<file path="src/logic/tcu_pkg.sv">
`default_nettype none
package tcu_pkg;

  // Register byte offsets on the Avalon-MM slave.
  localparam logic [4:0] TCU_OFS_CTRL   = 5'h00;
  localparam logic [4:0] TCU_OFS_COUNT  = 5'h04;
  localparam logic [4:0] TCU_OFS_CMP    = 5'h08;
  localparam logic [4:0] TCU_OFS_IRQEN  = 5'h0c;
  localparam logic [4:0] TCU_OFS_FLAGS  = 5'h10;
  localparam logic [4:0] TCU_OFS_PORT   = 5'h14;

  // Control register fields.
  localparam int unsigned TCU_WAVE_LSB  = 0;
  localparam int unsigned TCU_COM_LSB   = 2;
  localparam int unsigned TCU_CS_LSB    = 4;
  localparam int unsigned TCU_FORCE_BIT = 7;
  localparam int unsigned TCU_ASYNC_BIT = 8;

  // Flag, enable and port register fields.
  localparam int unsigned TCU_OVF_BIT   = 0;
  localparam int unsigned TCU_CMP_BIT   = 1;
  localparam int unsigned TCU_PDATA_BIT = 0;
  localparam int unsigned TCU_PDIR_BIT  = 1;

  // Counter extremes and the count step.
  localparam logic [7:0] TCU_MAX    = 8'hff;
  localparam logic [7:0] TCU_BOTTOM = 8'h00;
  localparam logic [7:0] TCU_ONE    = 8'h01;

  // Compare output mode codes.
  localparam logic [1:0] TCU_COM_NONE   = 2'h0;
  localparam logic [1:0] TCU_COM_TOGGLE = 2'h1;
  localparam logic [1:0] TCU_COM_CLEAR  = 2'h2;
  localparam logic [1:0] TCU_COM_SET    = 2'h3;

  // Clock select code that stops the counter.
  localparam logic [2:0] TCU_CS_STOP = 3'h0;

  // Prescaler masks per clock select code: a tick fires when all masked bits are one.
  localparam logic [9:0] TCU_PRESC_MASK [0:7] = '{10'h000, 10'h000, 10'h007, 10'h01f,
                                                 10'h03f, 10'h07f, 10'h0ff, 10'h3ff};

  typedef enum logic [1:0] {
    TCU_WAVE_NORMAL = 2'b00,
    TCU_WAVE_PHASE  = 2'b01,
    TCU_WAVE_CTC    = 2'b10,
    TCU_WAVE_FAST   = 2'b11
  } tcu_wave_e;

endpackage
`default_nettype wire

</file>
<file path="src/logic/tcu_timer_core.sv">
// Our own choices: the placing of the registers and the Avalon-MM interface to the registers.
`timescale 1ns/100ps
`default_nettype none
module tcu_timer_core #(
  parameter int unsigned PRESC_W = 10
) (
  input  wire logic        clk_sys_i,
  input  wire logic        reset_n_i,
  input  wire logic [4:0]  avs_address_i,
  input  wire logic        avs_read_i,
  input  wire logic        avs_write_i,
  input  wire logic [31:0] avs_writedata_i,
  input  wire logic [3:0]  avs_byteenable_i,
  output logic [31:0]      avs_readdata_o,
  output logic             avs_waitrequest_o,
  input  wire logic        crystal_osc_pin_one_i,
  input  wire logic        compare_irq_ack_i,
  input  wire logic        overflow_irq_ack_i,
  output logic             compare_irq_o,
  output logic             overflow_irq_o,
  output logic             compare_output_pin_o,
  output logic             compare_output_pin_oe_o
);

  tcu_pkg::tcu_wave_e wave_q;
  tcu_pkg::tcu_wave_e wave_n;
  logic [1:0]  com_q;
  logic [1:0]  com_n;
  logic [2:0]  cs_q;
  logic        async_q;
  logic [7:0]  count_q;
  logic [7:0]  cmp_q;
  logic [7:0]  cmp_buf_q;
  logic        ovf_en_q;
  logic        cmp_en_q;
  logic        ovf_flag_q;
  logic        cmp_flag_q;
  logic        port_q;
  logic        dir_q;
  logic        oc_q;
  logic        up_q;
  logic        block_q;
  logic        wait_q;
  logic [31:0] rdata_q;
  logic        pin_q;
  logic        pin_oe_q;
  logic        cmp_irq_q;
  logic        ovf_irq_q;
  logic        tick;
  logic        wr;
  logic        wr_ctrl;
  logic        wr_count;
  logic        wr_cmp;
  logic        wr_irqen;
  logic        wr_flags;
  logic        wr_port;
  logic        pwm;
  logic        pwm_n;
  logic        eq;
  logic        at_max;
  logic        at_bot;
  logic        match;
  logic        force_cmp;
  logic        fast_bot;
  logic        ovf_set;
  logic [31:0] rdata_d;
  logic [7:0]  wd;

  ////////////////////////////////////////////////////////////////////////////////
  // Bus slave: every access waits one cycle, then completes with waitrequest low.

  assign wd       = avs_writedata_i[7:0];
  assign wr       = avs_write_i && !wait_q;
  assign wr_ctrl  = wr && avs_address_i == tcu_pkg::TCU_OFS_CTRL && avs_byteenable_i[0];
  assign wr_count = wr && avs_address_i == tcu_pkg::TCU_OFS_COUNT && avs_byteenable_i[0];
  assign wr_cmp   = wr && avs_address_i == tcu_pkg::TCU_OFS_CMP && avs_byteenable_i[0];
  assign wr_irqen = wr && avs_address_i == tcu_pkg::TCU_OFS_IRQEN && avs_byteenable_i[0];
  assign wr_flags = wr && avs_address_i == tcu_pkg::TCU_OFS_FLAGS && avs_byteenable_i[0];
  assign wr_port  = wr && avs_address_i == tcu_pkg::TCU_OFS_PORT && avs_byteenable_i[0];

  always_ff @(posedge clk_sys_i or negedge reset_n_i) begin
    if (!reset_n_i) begin
      wait_q <= 1'b1;
    end else begin
      wait_q <= !((avs_read_i || avs_write_i) && wait_q);
    end
  end

  always_comb begin
    rdata_d = '0;
    unique case (avs_address_i)
      tcu_pkg::TCU_OFS_CTRL: begin
        rdata_d[tcu_pkg::TCU_WAVE_LSB +: 2] = wave_q;
        rdata_d[tcu_pkg::TCU_COM_LSB +: 2]  = com_q;
        rdata_d[tcu_pkg::TCU_CS_LSB +: 3]   = cs_q;
        rdata_d[tcu_pkg::TCU_ASYNC_BIT]     = async_q;
      end
      tcu_pkg::TCU_OFS_COUNT: rdata_d[7:0] = count_q;
      tcu_pkg::TCU_OFS_CMP:   rdata_d[7:0] = pwm ? cmp_buf_q : cmp_q;
      tcu_pkg::TCU_OFS_IRQEN: begin
        rdata_d[tcu_pkg::TCU_OVF_BIT] = ovf_en_q;
        rdata_d[tcu_pkg::TCU_CMP_BIT] = cmp_en_q;
      end
      tcu_pkg::TCU_OFS_FLAGS: begin
        rdata_d[tcu_pkg::TCU_OVF_BIT] = ovf_flag_q;
        rdata_d[tcu_pkg::TCU_CMP_BIT] = cmp_flag_q;
      end
      tcu_pkg::TCU_OFS_PORT: begin
        rdata_d[tcu_pkg::TCU_PDATA_BIT] = port_q;
        rdata_d[tcu_pkg::TCU_PDIR_BIT]  = dir_q;
      end
      default: rdata_d = '0;
    endcase
  end

  always_ff @(posedge clk_sys_i or negedge reset_n_i) begin
    if (!reset_n_i) begin
      rdata_q <= '0;
    end else if (avs_read_i && wait_q) begin
      rdata_q <= rdata_d;
    end
  end

  ////////////////////////////////////////////////////////////////////////////////
  // Control and configuration registers.

  assign wave_n = wr_ctrl ? tcu_pkg::tcu_wave_e'(wd[tcu_pkg::TCU_WAVE_LSB +: 2]) : wave_q;
  assign com_n  = wr_ctrl ? wd[tcu_pkg::TCU_COM_LSB +: 2] : com_q;

  always_ff @(posedge clk_sys_i or negedge reset_n_i) begin
    if (!reset_n_i) begin
      wave_q <= tcu_pkg::TCU_WAVE_NORMAL;
      com_q  <= tcu_pkg::TCU_COM_NONE;
      cs_q   <= tcu_pkg::TCU_CS_STOP;
    end else if (wr_ctrl) begin
      wave_q <= wave_n;
      com_q  <= com_n;
      cs_q   <= wd[tcu_pkg::TCU_CS_LSB +: 3];
    end
  end

  always_ff @(posedge clk_sys_i or negedge reset_n_i) begin
    if (!reset_n_i) begin
      async_q <= 1'b0;
    end else if (wr && avs_address_i == tcu_pkg::TCU_OFS_CTRL && avs_byteenable_i[1]) begin
      async_q <= avs_writedata_i[tcu_pkg::TCU_ASYNC_BIT];
    end
  end

  always_ff @(posedge clk_sys_i or negedge reset_n_i) begin
    if (!reset_n_i) begin
      ovf_en_q <= 1'b0;
      cmp_en_q <= 1'b0;
      port_q   <= 1'b0;
      dir_q    <= 1'b0;
    end else begin
      if (wr_irqen) begin
        ovf_en_q <= wd[tcu_pkg::TCU_OVF_BIT];
        cmp_en_q <= wd[tcu_pkg::TCU_CMP_BIT];
      end
      if (wr_port) begin
        port_q <= wd[tcu_pkg::TCU_PDATA_BIT];
        dir_q  <= wd[tcu_pkg::TCU_PDIR_BIT];
      end
    end
  end

  ////////////////////////////////////////////////////////////////////////////////
  // Counter unit.

  tcu_tick_gen #(
    .PRESC_W (PRESC_W)
  ) u_tick (
    .clk_sys_i             (clk_sys_i),
    .reset_n_i             (reset_n_i),
    .clock_select_field_i  (cs_q),
    .async_clock_select_i  (async_q),
    .crystal_osc_pin_one_i (crystal_osc_pin_one_i),
    .tick_o                (tick)
  );

  assign pwm    = wave_q == tcu_pkg::TCU_WAVE_PHASE || wave_q == tcu_pkg::TCU_WAVE_FAST;
  assign pwm_n  = wave_n == tcu_pkg::TCU_WAVE_PHASE || wave_n == tcu_pkg::TCU_WAVE_FAST;
  assign at_max = count_q == tcu_pkg::TCU_MAX;
  assign at_bot = count_q == tcu_pkg::TCU_BOTTOM;

  always_ff @(posedge clk_sys_i or negedge reset_n_i) begin
    if (!reset_n_i) begin
      count_q <= tcu_pkg::TCU_BOTTOM;
    end else if (wr_count) begin
      count_q <= wd;
    end else if (tick) begin
      unique case (wave_q)
        tcu_pkg::TCU_WAVE_NORMAL: count_q <= count_q + tcu_pkg::TCU_ONE;
        tcu_pkg::TCU_WAVE_FAST:   count_q <= count_q + tcu_pkg::TCU_ONE;
        tcu_pkg::TCU_WAVE_CTC:    count_q <= eq ? tcu_pkg::TCU_BOTTOM : count_q + tcu_pkg::TCU_ONE;
        tcu_pkg::TCU_WAVE_PHASE: begin
          if (up_q) begin
            count_q <= at_max ? count_q - tcu_pkg::TCU_ONE : count_q + tcu_pkg::TCU_ONE;
          end else begin
            count_q <= at_bot ? count_q + tcu_pkg::TCU_ONE : count_q - tcu_pkg::TCU_ONE;
          end
        end
      endcase
    end
  end

  // Direction only turns in phase correct mode; all other sequences count up.
  always_ff @(posedge clk_sys_i or negedge reset_n_i) begin
    if (!reset_n_i) begin
      up_q <= 1'b1;
    end else if (wave_q != tcu_pkg::TCU_WAVE_PHASE) begin
      up_q <= 1'b1;
    end else if (tick && at_max) begin
      up_q <= 1'b0;
    end else if (tick && at_bot) begin
      up_q <= 1'b1;
    end
  end

  ////////////////////////////////////////////////////////////////////////////////
  // Output compare unit.

  assign eq        = count_q == cmp_q;
  assign match     = tick && eq && !block_q;
  assign force_cmp = wr_ctrl && wd[tcu_pkg::TCU_FORCE_BIT] && !pwm_n;
  assign fast_bot  = tick && at_max && wave_q == tcu_pkg::TCU_WAVE_FAST;
  assign ovf_set   = tick && (wave_q == tcu_pkg::TCU_WAVE_PHASE ? (at_bot && !up_q) : at_max);

  // A write arms the block even while stopped; it lasts until the next tick has passed.
  always_ff @(posedge clk_sys_i or negedge reset_n_i) begin
    if (!reset_n_i) begin
      block_q <= 1'b0;
    end else if (wr_count) begin
      block_q <= 1'b1;
    end else if (tick) begin
      block_q <= 1'b0;
    end
  end

  always_ff @(posedge clk_sys_i or negedge reset_n_i) begin
    if (!reset_n_i) begin
      cmp_q <= tcu_pkg::TCU_BOTTOM;
    end else if (wr_cmp && !pwm) begin
      cmp_q <= wd;
    end else if (pwm && tick && at_max) begin
      cmp_q <= cmp_buf_q;
    end
  end

  // The buffer follows every write so a later switch into a PWM mode starts from it.
  always_ff @(posedge clk_sys_i or negedge reset_n_i) begin
    if (!reset_n_i) begin
      cmp_buf_q <= tcu_pkg::TCU_BOTTOM;
    end else if (wr_cmp) begin
      cmp_buf_q <= wd;
    end
  end

  function automatic logic oc_act(input logic [1:0] com, input logic oc);
    unique case (com)
      tcu_pkg::TCU_COM_NONE:   oc_act = oc;
      tcu_pkg::TCU_COM_TOGGLE: oc_act = ~oc;
      tcu_pkg::TCU_COM_CLEAR:  oc_act = 1'b0;
      tcu_pkg::TCU_COM_SET:    oc_act = 1'b1;
    endcase
  endfunction

  // Bottom wins over match in fast mode so a compare value at max gives a steady level.
  always_ff @(posedge clk_sys_i or negedge reset_n_i) begin
    if (!reset_n_i) begin
      oc_q <= 1'b0;
    end else if (force_cmp) begin
      oc_q <= oc_act(com_n, oc_q);
    end else if (fast_bot) begin
      if (com_q == tcu_pkg::TCU_COM_CLEAR || com_q == tcu_pkg::TCU_COM_SET) begin
        oc_q <= com_q == tcu_pkg::TCU_COM_CLEAR;
      end
    end else if (match) begin
      unique case (wave_q)
        tcu_pkg::TCU_WAVE_NORMAL: oc_q <= oc_act(com_q, oc_q);
        tcu_pkg::TCU_WAVE_CTC:    oc_q <= oc_act(com_q, oc_q);
        tcu_pkg::TCU_WAVE_FAST:   oc_q <= oc_act(com_q, oc_q);
        tcu_pkg::TCU_WAVE_PHASE: begin
          if (com_q == tcu_pkg::TCU_COM_CLEAR || com_q == tcu_pkg::TCU_COM_SET) begin
            oc_q <= (com_q == tcu_pkg::TCU_COM_SET) == up_q;
          end
        end
      endcase
    end
  end

  ////////////////////////////////////////////////////////////////////////////////
  // Flags and requests: a set in the same cycle as a clear wins.

  always_ff @(posedge clk_sys_i or negedge reset_n_i) begin
    if (!reset_n_i) begin
      cmp_flag_q <= 1'b0;
      ovf_flag_q <= 1'b0;
    end else begin
      cmp_flag_q <= match || (cmp_flag_q && !compare_irq_ack_i
                    && !(wr_flags && wd[tcu_pkg::TCU_CMP_BIT]));
      ovf_flag_q <= ovf_set || (ovf_flag_q && !overflow_irq_ack_i
                    && !(wr_flags && wd[tcu_pkg::TCU_OVF_BIT]));
    end
  end

  always_ff @(posedge clk_sys_i or negedge reset_n_i) begin
    if (!reset_n_i) begin
      cmp_irq_q <= 1'b0;
      ovf_irq_q <= 1'b0;
      pin_q     <= 1'b0;
      pin_oe_q  <= 1'b0;
    end else begin
      cmp_irq_q <= cmp_flag_q && cmp_en_q;
      ovf_irq_q <= ovf_flag_q && ovf_en_q;
      pin_q     <= (com_q != tcu_pkg::TCU_COM_NONE) ? oc_q : port_q;
      pin_oe_q  <= dir_q;
    end
  end

  assign avs_readdata_o          = rdata_q;
  assign avs_waitrequest_o       = wait_q;
  assign compare_irq_o           = cmp_irq_q;
  assign overflow_irq_o          = ovf_irq_q;
  assign compare_output_pin_o    = pin_q;
  assign compare_output_pin_oe_o = pin_oe_q;
endmodule
`default_nettype wire

</file>
<file path="src/logic/tcu_tick_gen.sv">
`timescale 1ns/100ps
`default_nettype none
module tcu_tick_gen #(
  parameter int unsigned PRESC_W = 10
) (
  input  wire logic       clk_sys_i,
  input  wire logic       reset_n_i,
  input  wire logic [2:0] clock_select_field_i,
  input  wire logic       async_clock_select_i,
  input  wire logic       crystal_osc_pin_one_i,
  output logic            tick_o
);

  logic               osc_q;
  logic [PRESC_W-1:0] presc_q;
  logic               src_edge;
  logic [PRESC_W-1:0] mask;

  ////////////////////////////////////////////////////////////////////////////////
  // The oscillator pin is counted on its rising edge, so a slow crystal shares the system clock.
  assign src_edge = async_clock_select_i ? (crystal_osc_pin_one_i & ~osc_q) : 1'b1;
  assign mask     = PRESC_W'(tcu_pkg::TCU_PRESC_MASK[clock_select_field_i]);
  assign tick_o   = (clock_select_field_i != tcu_pkg::TCU_CS_STOP) && src_edge
                    && ((presc_q & mask) == mask);

  always_ff @(posedge clk_sys_i or negedge reset_n_i) begin
    if (!reset_n_i) begin
      osc_q <= 1'b0;
    end else begin
      osc_q <= crystal_osc_pin_one_i;
    end
  end

  // The prescaler restarts while stopped so the first tick after a start has full length.
  always_ff @(posedge clk_sys_i or negedge reset_n_i) begin
    if (!reset_n_i) begin
      presc_q <= '0;
    end else if (clock_select_field_i == tcu_pkg::TCU_CS_STOP) begin
      presc_q <= '0;
    end else if (src_edge) begin
      presc_q <= presc_q + PRESC_W'(1);
    end
  end
endmodule
`default_nettype wire

</file>
<file path="config.mk">
export PLATFORM = sky130hd
export DESIGN_NAME = tcu_timer_core
export DESIGN_NICKNAME = d
export VERILOG_FILES = /design/src/logic/tcu_pkg.sv /design/src/logic/tcu_timer_core.sv /design/src/logic/tcu_tick_gen.sv
export SDC_FILE = /design/constraint.sdc
export NUM_CORES = 1
export LEC_CHECK = 0
export BUFFER_PORTS_ARGS = -buffer_cell sky130_fd_sc_hd__clkbuf_2
export CORE_MARGIN = 2
export CORE_UTILIZATION = 35
export DETAILED_ROUTE_END_ITERATION = 7
export PLACE_DENSITY = 0.6
export SLEW_MARGIN = 0
export SYNTH_ARGS = -nofsm -noshare
export SYNTH_HDL_FRONTEND = slang
export SYNTH_SLANG_ARGS = --single-unit
export TNS_END_PERCENT = 100
</file>
<file path="constraint.sdc">
create_clock -name clk_sys_i -period 3.3 [get_ports clk_sys_i]
set_input_delay 0 -clock clk_sys_i [delete_from_list [all_inputs] [get_ports clk_sys_i]]
set_output_delay 0 -clock clk_sys_i [all_outputs]
set_load 0.03 [all_outputs]
</file>
## Word-level counts from Yosys, hierarchy flattened

Memory sizes are Yosys's and may differ from the RTL's.
Cells that the tools add are included.
Widths: inputs -> output; s select.

| cells by class | value |
|---|---|
| add/sub/neg operators | 3 |
| order comparisons | 1 |
| eq/ne operators | 25 |
| multiplexer cells | 36 |
| bitwise operators | 5 |
| reductions and logical operators | 70 |

Operators by type and width:

| kind | count |
|---|---|
| $mux 8 | 9 |
| $mux 10 | 4 |
| $logic_and 1x1->1 | 38 |
| $pmux 8 s3 | 1 |
| $pmux 5 s3 | 1 |
| $eq 2x2->1 const B | 7 |
| $mux 1 | 14 |
| $pmux 2 s6 | 1 |
| $add 10x1->10 const B | 1 |
| $and 10x10->10 | 1 |
| $eq 10x10->1 | 1 |
| $eq 5x4->1 const B | 2 |
| $eq 5x5->1 const B | 2 |
| $logic_not 1->1 | 10 |
| $reduce_bool 3->1 | 3 |
| $add 8x1->8 const B | 1 |
| $eq 2x1->1 const B | 4 |
| $eq 8x8->1 | 1 |
| $eq 8x8->1 const B | 1 |
| $logic_not 8->1 | 1 |
| $reduce_bool 2->1 | 4 |
| $sub 8x1->8 const B | 1 |
| $logic_not 2->1 | 3 |
| $logic_or 1x1->1 | 6 |
| 18 further kinds | 23 |

| word-level totals | value |
|---|---|
| bits in registers | 66 |
| memory bits (read-only) | 80 |
| input port bits | 48 |
| output and inout bits | 37 |
| logic and storage cells | 165 |
| memories kept | 1 |

Memories:

| name | words | width | read ports | clocked after memory_dff | wr ports | RTL line | text |
|---|---|---|---|---|---|---|---|
| (name not given) | 8 | 10 | 1 | 0 | 0 | tcu_tick_gen.sv:22 | `assign mask = PRESC_W'(tcu_pkg::TCU_PRESC_MASK[clock_select_field_i]);` |

## Longest topological paths before layout

| logic depth | value |
|---|---|
| depth after elaboration | 12 |
| depth in mapped cells | 9 |
| depth with buffers taken out | 8 |

## Modules after synthesis

Synthesis repeated with hierarchy kept, for this count alone.

| unflattened totals | value |
|---|---|
| cells, all modules | 432 |
| area total of the unflattened synthesis | 4205.3 µm² |

Modules (own cells, without submodules):

| module | instances | cells each | area each (µm²) | seq. area each (µm²) |
|---|---|---|---|---|
| tcu_timer_core | 1 | 365 | 3502.1 | 1378.8 |
| tcu_tick_gen | 1 | 67 | 703.2 | 275.3 |

## Least setup slack after synthesis

OpenSTA, ideal clock, no wires.

| timing path | value |
|---|---|
| kind | reg-to-reg |
| start point | register count_q[0] |
| end point | register count_q[6] |
| setup time | 96 ps |
| arrival | 2094 ps |
| required time | 3204 ps |
| path slack | 1111 ps |
| stages on the path, launching flop included | 10 |
| path buffers | 1 |
| period minus slack after synthesis | 2189 ps |
| path through | dfrtp_1 > clkbuf_1 > inv_2 > ha_1 > or4b_4 > nor3_4 > a21o_4 > a211oi_4 > o221a_1 > o31ai_1 |

| on the way | value |
|---|---|
| longest elaborated chain between the ends | 6 |
| elaborated cells on any way between the ends | 12 |
| classes of those cells | 2 x add/sub; 2 x eq/ne; 7 x mux; 1 x reduce/logical |

RTL lines:

| what | RTL line | text |
|---|---|---|
| from (decl) | tcu_timer_core.sv:31 | `logic [7:0] count_q;` |
| from (signal assigned) | tcu_timer_core.sv:189 | `count_q <= tcu_pkg::TCU_BOTTOM;` |
| from (signal assigned) | tcu_timer_core.sv:191 | `count_q <= wd;` |
| from (signal assigned) | tcu_timer_core.sv:194 | `tcu_pkg::TCU_WAVE_NORMAL: count_q <= count_q + tcu_pkg::TCU_ONE;` |
| $sub 8x1->8, or another cell as far along | tcu_timer_core.sv:199, tcu_timer_core.sv:201 |  |
| $mux 8 (on tied branches) | tcu_timer_core.sv:201, tcu_timer_core.sv:199 |  |
| $mux 8 | tcu_timer_core.sv:198 | `if (up_q) begin` |
| $pmux 8 s3 * | tcu_timer_core.sv:193 | `unique case (wave_q)` |
| $mux 8 * | tcu_timer_core.sv:192 | `end else if (tick) begin` |
| $mux 8 * | tcu_timer_core.sv:190 | `end else if (wr_count) begin` |

Mark *: on every way between the ends. The rest lies on a longest branch, timed or not. The select of a mux whose other input is x is not followed.
A chain may end at the register's enable or synchronous reset.

## Final worst setup path

| timing path | value |
|---|---|
| start point | register wave_q[0] |
| end point | register cmp_q[2] |

| on the way | value |
|---|---|
| longest elaborated chain between the ends | 5 |
| elaborated cells on any way between the ends | 9 |
| classes of those cells | 2 x eq/ne; 1 x mux; 6 x reduce/logical |

RTL lines:

| what | RTL line | text |
|---|---|---|
| from (decl) | tcu_timer_core.sv:25 | `tcu_pkg::tcu_wave_e wave_q;` |
| from (signal assigned) | tcu_timer_core.sv:132 | `wave_q <= tcu_pkg::TCU_WAVE_NORMAL;` |
| from (signal assigned) | tcu_timer_core.sv:136 | `wave_q <= wave_n;` |
| $eq 2x1->1 / $eq 2x2->1 (equally long branches) | tcu_timer_core.sv:182 | `assign pwm = wave_q == tcu_pkg::TCU_WAVE_PHASE \|\| wave_q == tcu_pkg::TCU_WAVE_FAST;` |
| $logic_or 1x1->1 * | tcu_timer_core.sv:182 |  |
| $logic_not 1->1 / $logic_and 1x1->1 (equally long branches) | tcu_timer_core.sv:244, tcu_timer_core.sv:246 |  |
| $logic_and 1x1->1 (on tied branches) | tcu_timer_core.sv:244, tcu_timer_core.sv:246 |  |
| $mux 8 / $reduce_bool 2->1 (equally long branches) | n/a |  |
| to (signal assigned) | tcu_timer_core.sv:243 | `cmp_q <= tcu_pkg::TCU_BOTTOM;` |
| to (signal assigned) | tcu_timer_core.sv:245 | `cmp_q <= wd;` |
| to (signal assigned) | tcu_timer_core.sv:247 | `cmp_q <= cmp_buf_q;` |
| to (decl) | tcu_timer_core.sv:32 | `logic [7:0] cmp_q;` |

Mark *: on every way between the ends. The rest lies on a longest branch, timed or not.

==> results by group <==
Power
  – Peak supply drop: approximately 0.33 mV
  – Sw Pwr: 891 uW
  – Static Leak: 0.00218 uW
  – Gate power share: 24.2%
  – Internal power: 1700 uW
  – Switching share of power: 34.4%
  – Clock power frac: 34.0%
  – Flop pwr share: 41.8%
  – Cell Pwr Density: between 500 and 600 nW/um^2

CTS
  – Clock root buffer: clkbuf_16
  – Inserted Clock Buffers: 9
  – CTS tree: done
  – Clk_lat worst skew: 0.34 ns
  – Clock sink total: 66
  – CTS max path bufs: 2
  – Reg clk slew, reported paths: about 0.05 ns
  – H-tree Lvls: 3

Yosys
  – Synth Area per Inst: about 10 sq um
  – Synth cell types: 68
  – Synth warnings: 0
  – Post-synth ARST share: 100%
  – Main synth FF type: dfrtp_1
  – Synth Cell Area: 4130 sq um
  – Post-synthesis register bit count: 66
  – Seq/Total Area, Yosys: between 40% and 50%
  – Number of synthesized flops with an enable pin: 0
  – Syn Inst Count: 409

STA
  – # setup viols final: 0
  – Achievable frequency: approximately 400 MHz
  – RSZ-0062 raised after global routing: no
  – Final hold vios: 0
  – Clock skew: 0.00776 ns
  – Setup TNS: 0 ns
  – Actual slew at the worst max-slew pin: 0.986 ns
  – Slew margin rel.: 34.0%
  – Slew Viols, Final: 0
  – PnR worst setup slack: 0.778 ns
  – Minimum clock period: 2.52 ns
  – Final period util: 76.4%

Run
  – Max-cap violations: 0

Routing
  – Vias post-DR: 3158
  – Drt initial violations: 131
  – Drt first pass iters: 4
  – Number of remaining DRC errors: 0
  – Final ANT Viol Nets: 0
  – Vias/cell: 5.26
  – DRT Wirelength: 9560 um
  – DR WL/cell: 15.9 um

Critical path
  – Worst Path Arrival: 2.73 ns
  – Crit. End Element: flop
  – CP startpoint kind: flop
  – Slowest stage delay, CP: roughly 0.77 ns
  – Worst path cell trace: ha_1 -> nor2_1 -> nor4b_4 -> nor2_2 -> mux2_1
  – CP Class: reg -> reg
  – Slowest-stage cell, CP: nor2_1
  – CP Data Required Time: 3.51 ns
  – Worst-path maximum fanout: 9

Floorplan
  – Die height: 113 um
  – Io pins: 85
  – Die area: 12700 sq um
  – Die width: 113 um
  – Std cell rows: 39
  – Core box area: 11500 sq um
  – Initial Utilization: a little over a third

GRT
  – First-pass GRT wire length: ~16000 um
  – Tot GR Track Use: ~16%
  – Gr ovfl total: 0
  – Largest net degree at the start of global routing: 32
  – Vias in the first global route: 3124
  – Initial antenna violation count: 0

Finish
  – Most common library cell in the layout ignoring fill and taps: dfrtp_1
  – Final net count: 508
  – Layout cells sized above 1: 20.1%
  – Antenna cells: 0
  – Most frequent cells in the layout: 64 x dfrtp_1, 35 x nand2_1, 35 x clkbuf_2
  – Synthesis-to-finish area growth: 14.7%

Placed design
  – Pre-CTS setup slack: 0.784 ns
  – Gpl congestion: between 0.8 and 0.9
  – Port buffer count: 36
  – DP HPWL: 6960 um

Status
  – Outcome: completed

Worst hold path
  – Worst Hold Class: in -> reg
## area by class of cell
class                           instances  area [sq um]
Clock buffer                           11           243
Clock inverter                          5          30.0
Fill cell                            1102          6740
Inverter                               15          56.3
Multi-Input combinational cell        305          2210
Sequential cell                        66          1650
Tap cell                              143           179
Timing Repair Buffer                   55           355
## cells by family after synthesis
logic type	after synthesis	share of synthesized area (%)
simple gates	123	16.7
compound gates	82	15.0
flops	66	40.1
buf+inv	60	8.25
mux	44	12.1
xor+xnor	25	5.31
fa+ha+maj	8	2.43
other cells	1	0.0909
## timing repair
action | in CTS | in global routing
hold endpoints to repair | 46 | 0
gates resized for setup | 0 | 0
hold buffers | 13 | 0
setup buffers | 0 | 0
## path summary, 6_finish.rpt
check                                                to        startpoint  depth (start not counted)  slack [ns]
worst max-delay path                           cmp_q[2]         wave_q[0]                          5        0.78
worst min-delay path                  avs_readdata_o[7]  avs_address_i[0]                          4       0.003
worst max register to register                 cmp_q[2]         wave_q[0]                          5        0.78
worst min register to register  compare_output_pin_oe_o             dir_q                          0        0.40
max in group asynchronous             avs_waitrequest_o         reset_n_i                          3        2.24
min in group asynchronous                    count_q[2]         reset_n_i                          2        0.26
## flip-flops by register name, summed over array words and instances, names as in the netlist, 2 cells and up, named ones only
register and cells:
u_tick.presc_q 10, avs_readdata_o 9, cmp_buf_q 8, cmp_q 8, count_q 8, cs_q 3
com_q 2
## power by group through the flow
stage               registers [uW]  clock network [uW]  logic (uW)
floorplan                      960                   0         628
global placement              1090                   0         606
detailed placement            1090                   0         616
CTS                           1080                 899         633
global route                  1100                 931         700
finish                        1080                 881         627
## critical path: cells and delay by family, from the launching register on
family,cells,cell delay (ns)
fa+ha+maj,1,0.31
simple gates,3,1.28
flops,1,0.44
mux,1,0.36
## cell usage after synthesis (4+ instances only)
| cell type | n | share of area [%] |
|---|---|---|
| dfrtp_1 | 64 | 39 |
| nand2_1 | 35 | 3.2 |
| nor2_1 | 29 | 2.6 |
| buf_4 | 25 | 4.5 |
| mux2_1 | 19 | 5.2 |
| xor2_1 | 18 | 3.8 |
| a21oi_1 | 15 | 1.8 |
| mux2i_1 | 14 | 3.4 |
| clkbuf_1 | 13 | 1.2 |
| inv_1 | 11 | 1.0 |
| a22o_1 | 10 | 2.1 |
| nor3_1 | 10 | 1.2 |
| o21ai_0 | 10 | 1.2 |
| mux2_2 | 9 | 2.5 |
| ha_1 | 8 | 2.4 |
| o22ai_1 | 8 | 1.2 |
| nand3_1 | 7 | 0.85 |
| xnor2_1 | 7 | 1.5 |
| o21ai_1 | 6 | 0.73 |
| a21o_1 | 5 | 0.91 |
| buf_2 | 5 | 0.61 |
| nor2b_1 | 5 | 0.76 |
| o221a_1 | 5 | 1.4 |
| o31ai_2 | 4 | 1.2 |
## routing by layer
layer	up-vias	part of all wire [%]	track usage (%)
li1	1489	-	-
met1	1576	46	21.7
met3	13	5.1	4.05
met2	80	47	25.1
met4	0	1.8	5.12
met5	-	0	0
## metrics by stage
stage	total power, uW	util, %	std cells	area (sq um)	hold WS [ns]
6_report	2590	41.3	600	4730	0.00310
5_1_grt	2730	41.3	600	4730	0.0240
4_1_cts	2610	41.3	600	4730	0.000507
3_5_place_dp	1710	37.7	571	4330	0.0984
3_3_place_gp	1700	37.7	571	4330	0.0998
2_1_floorplan	1590	-	431	4210	-0.296
No activity file was read; power rests on OpenSTA's default activity.
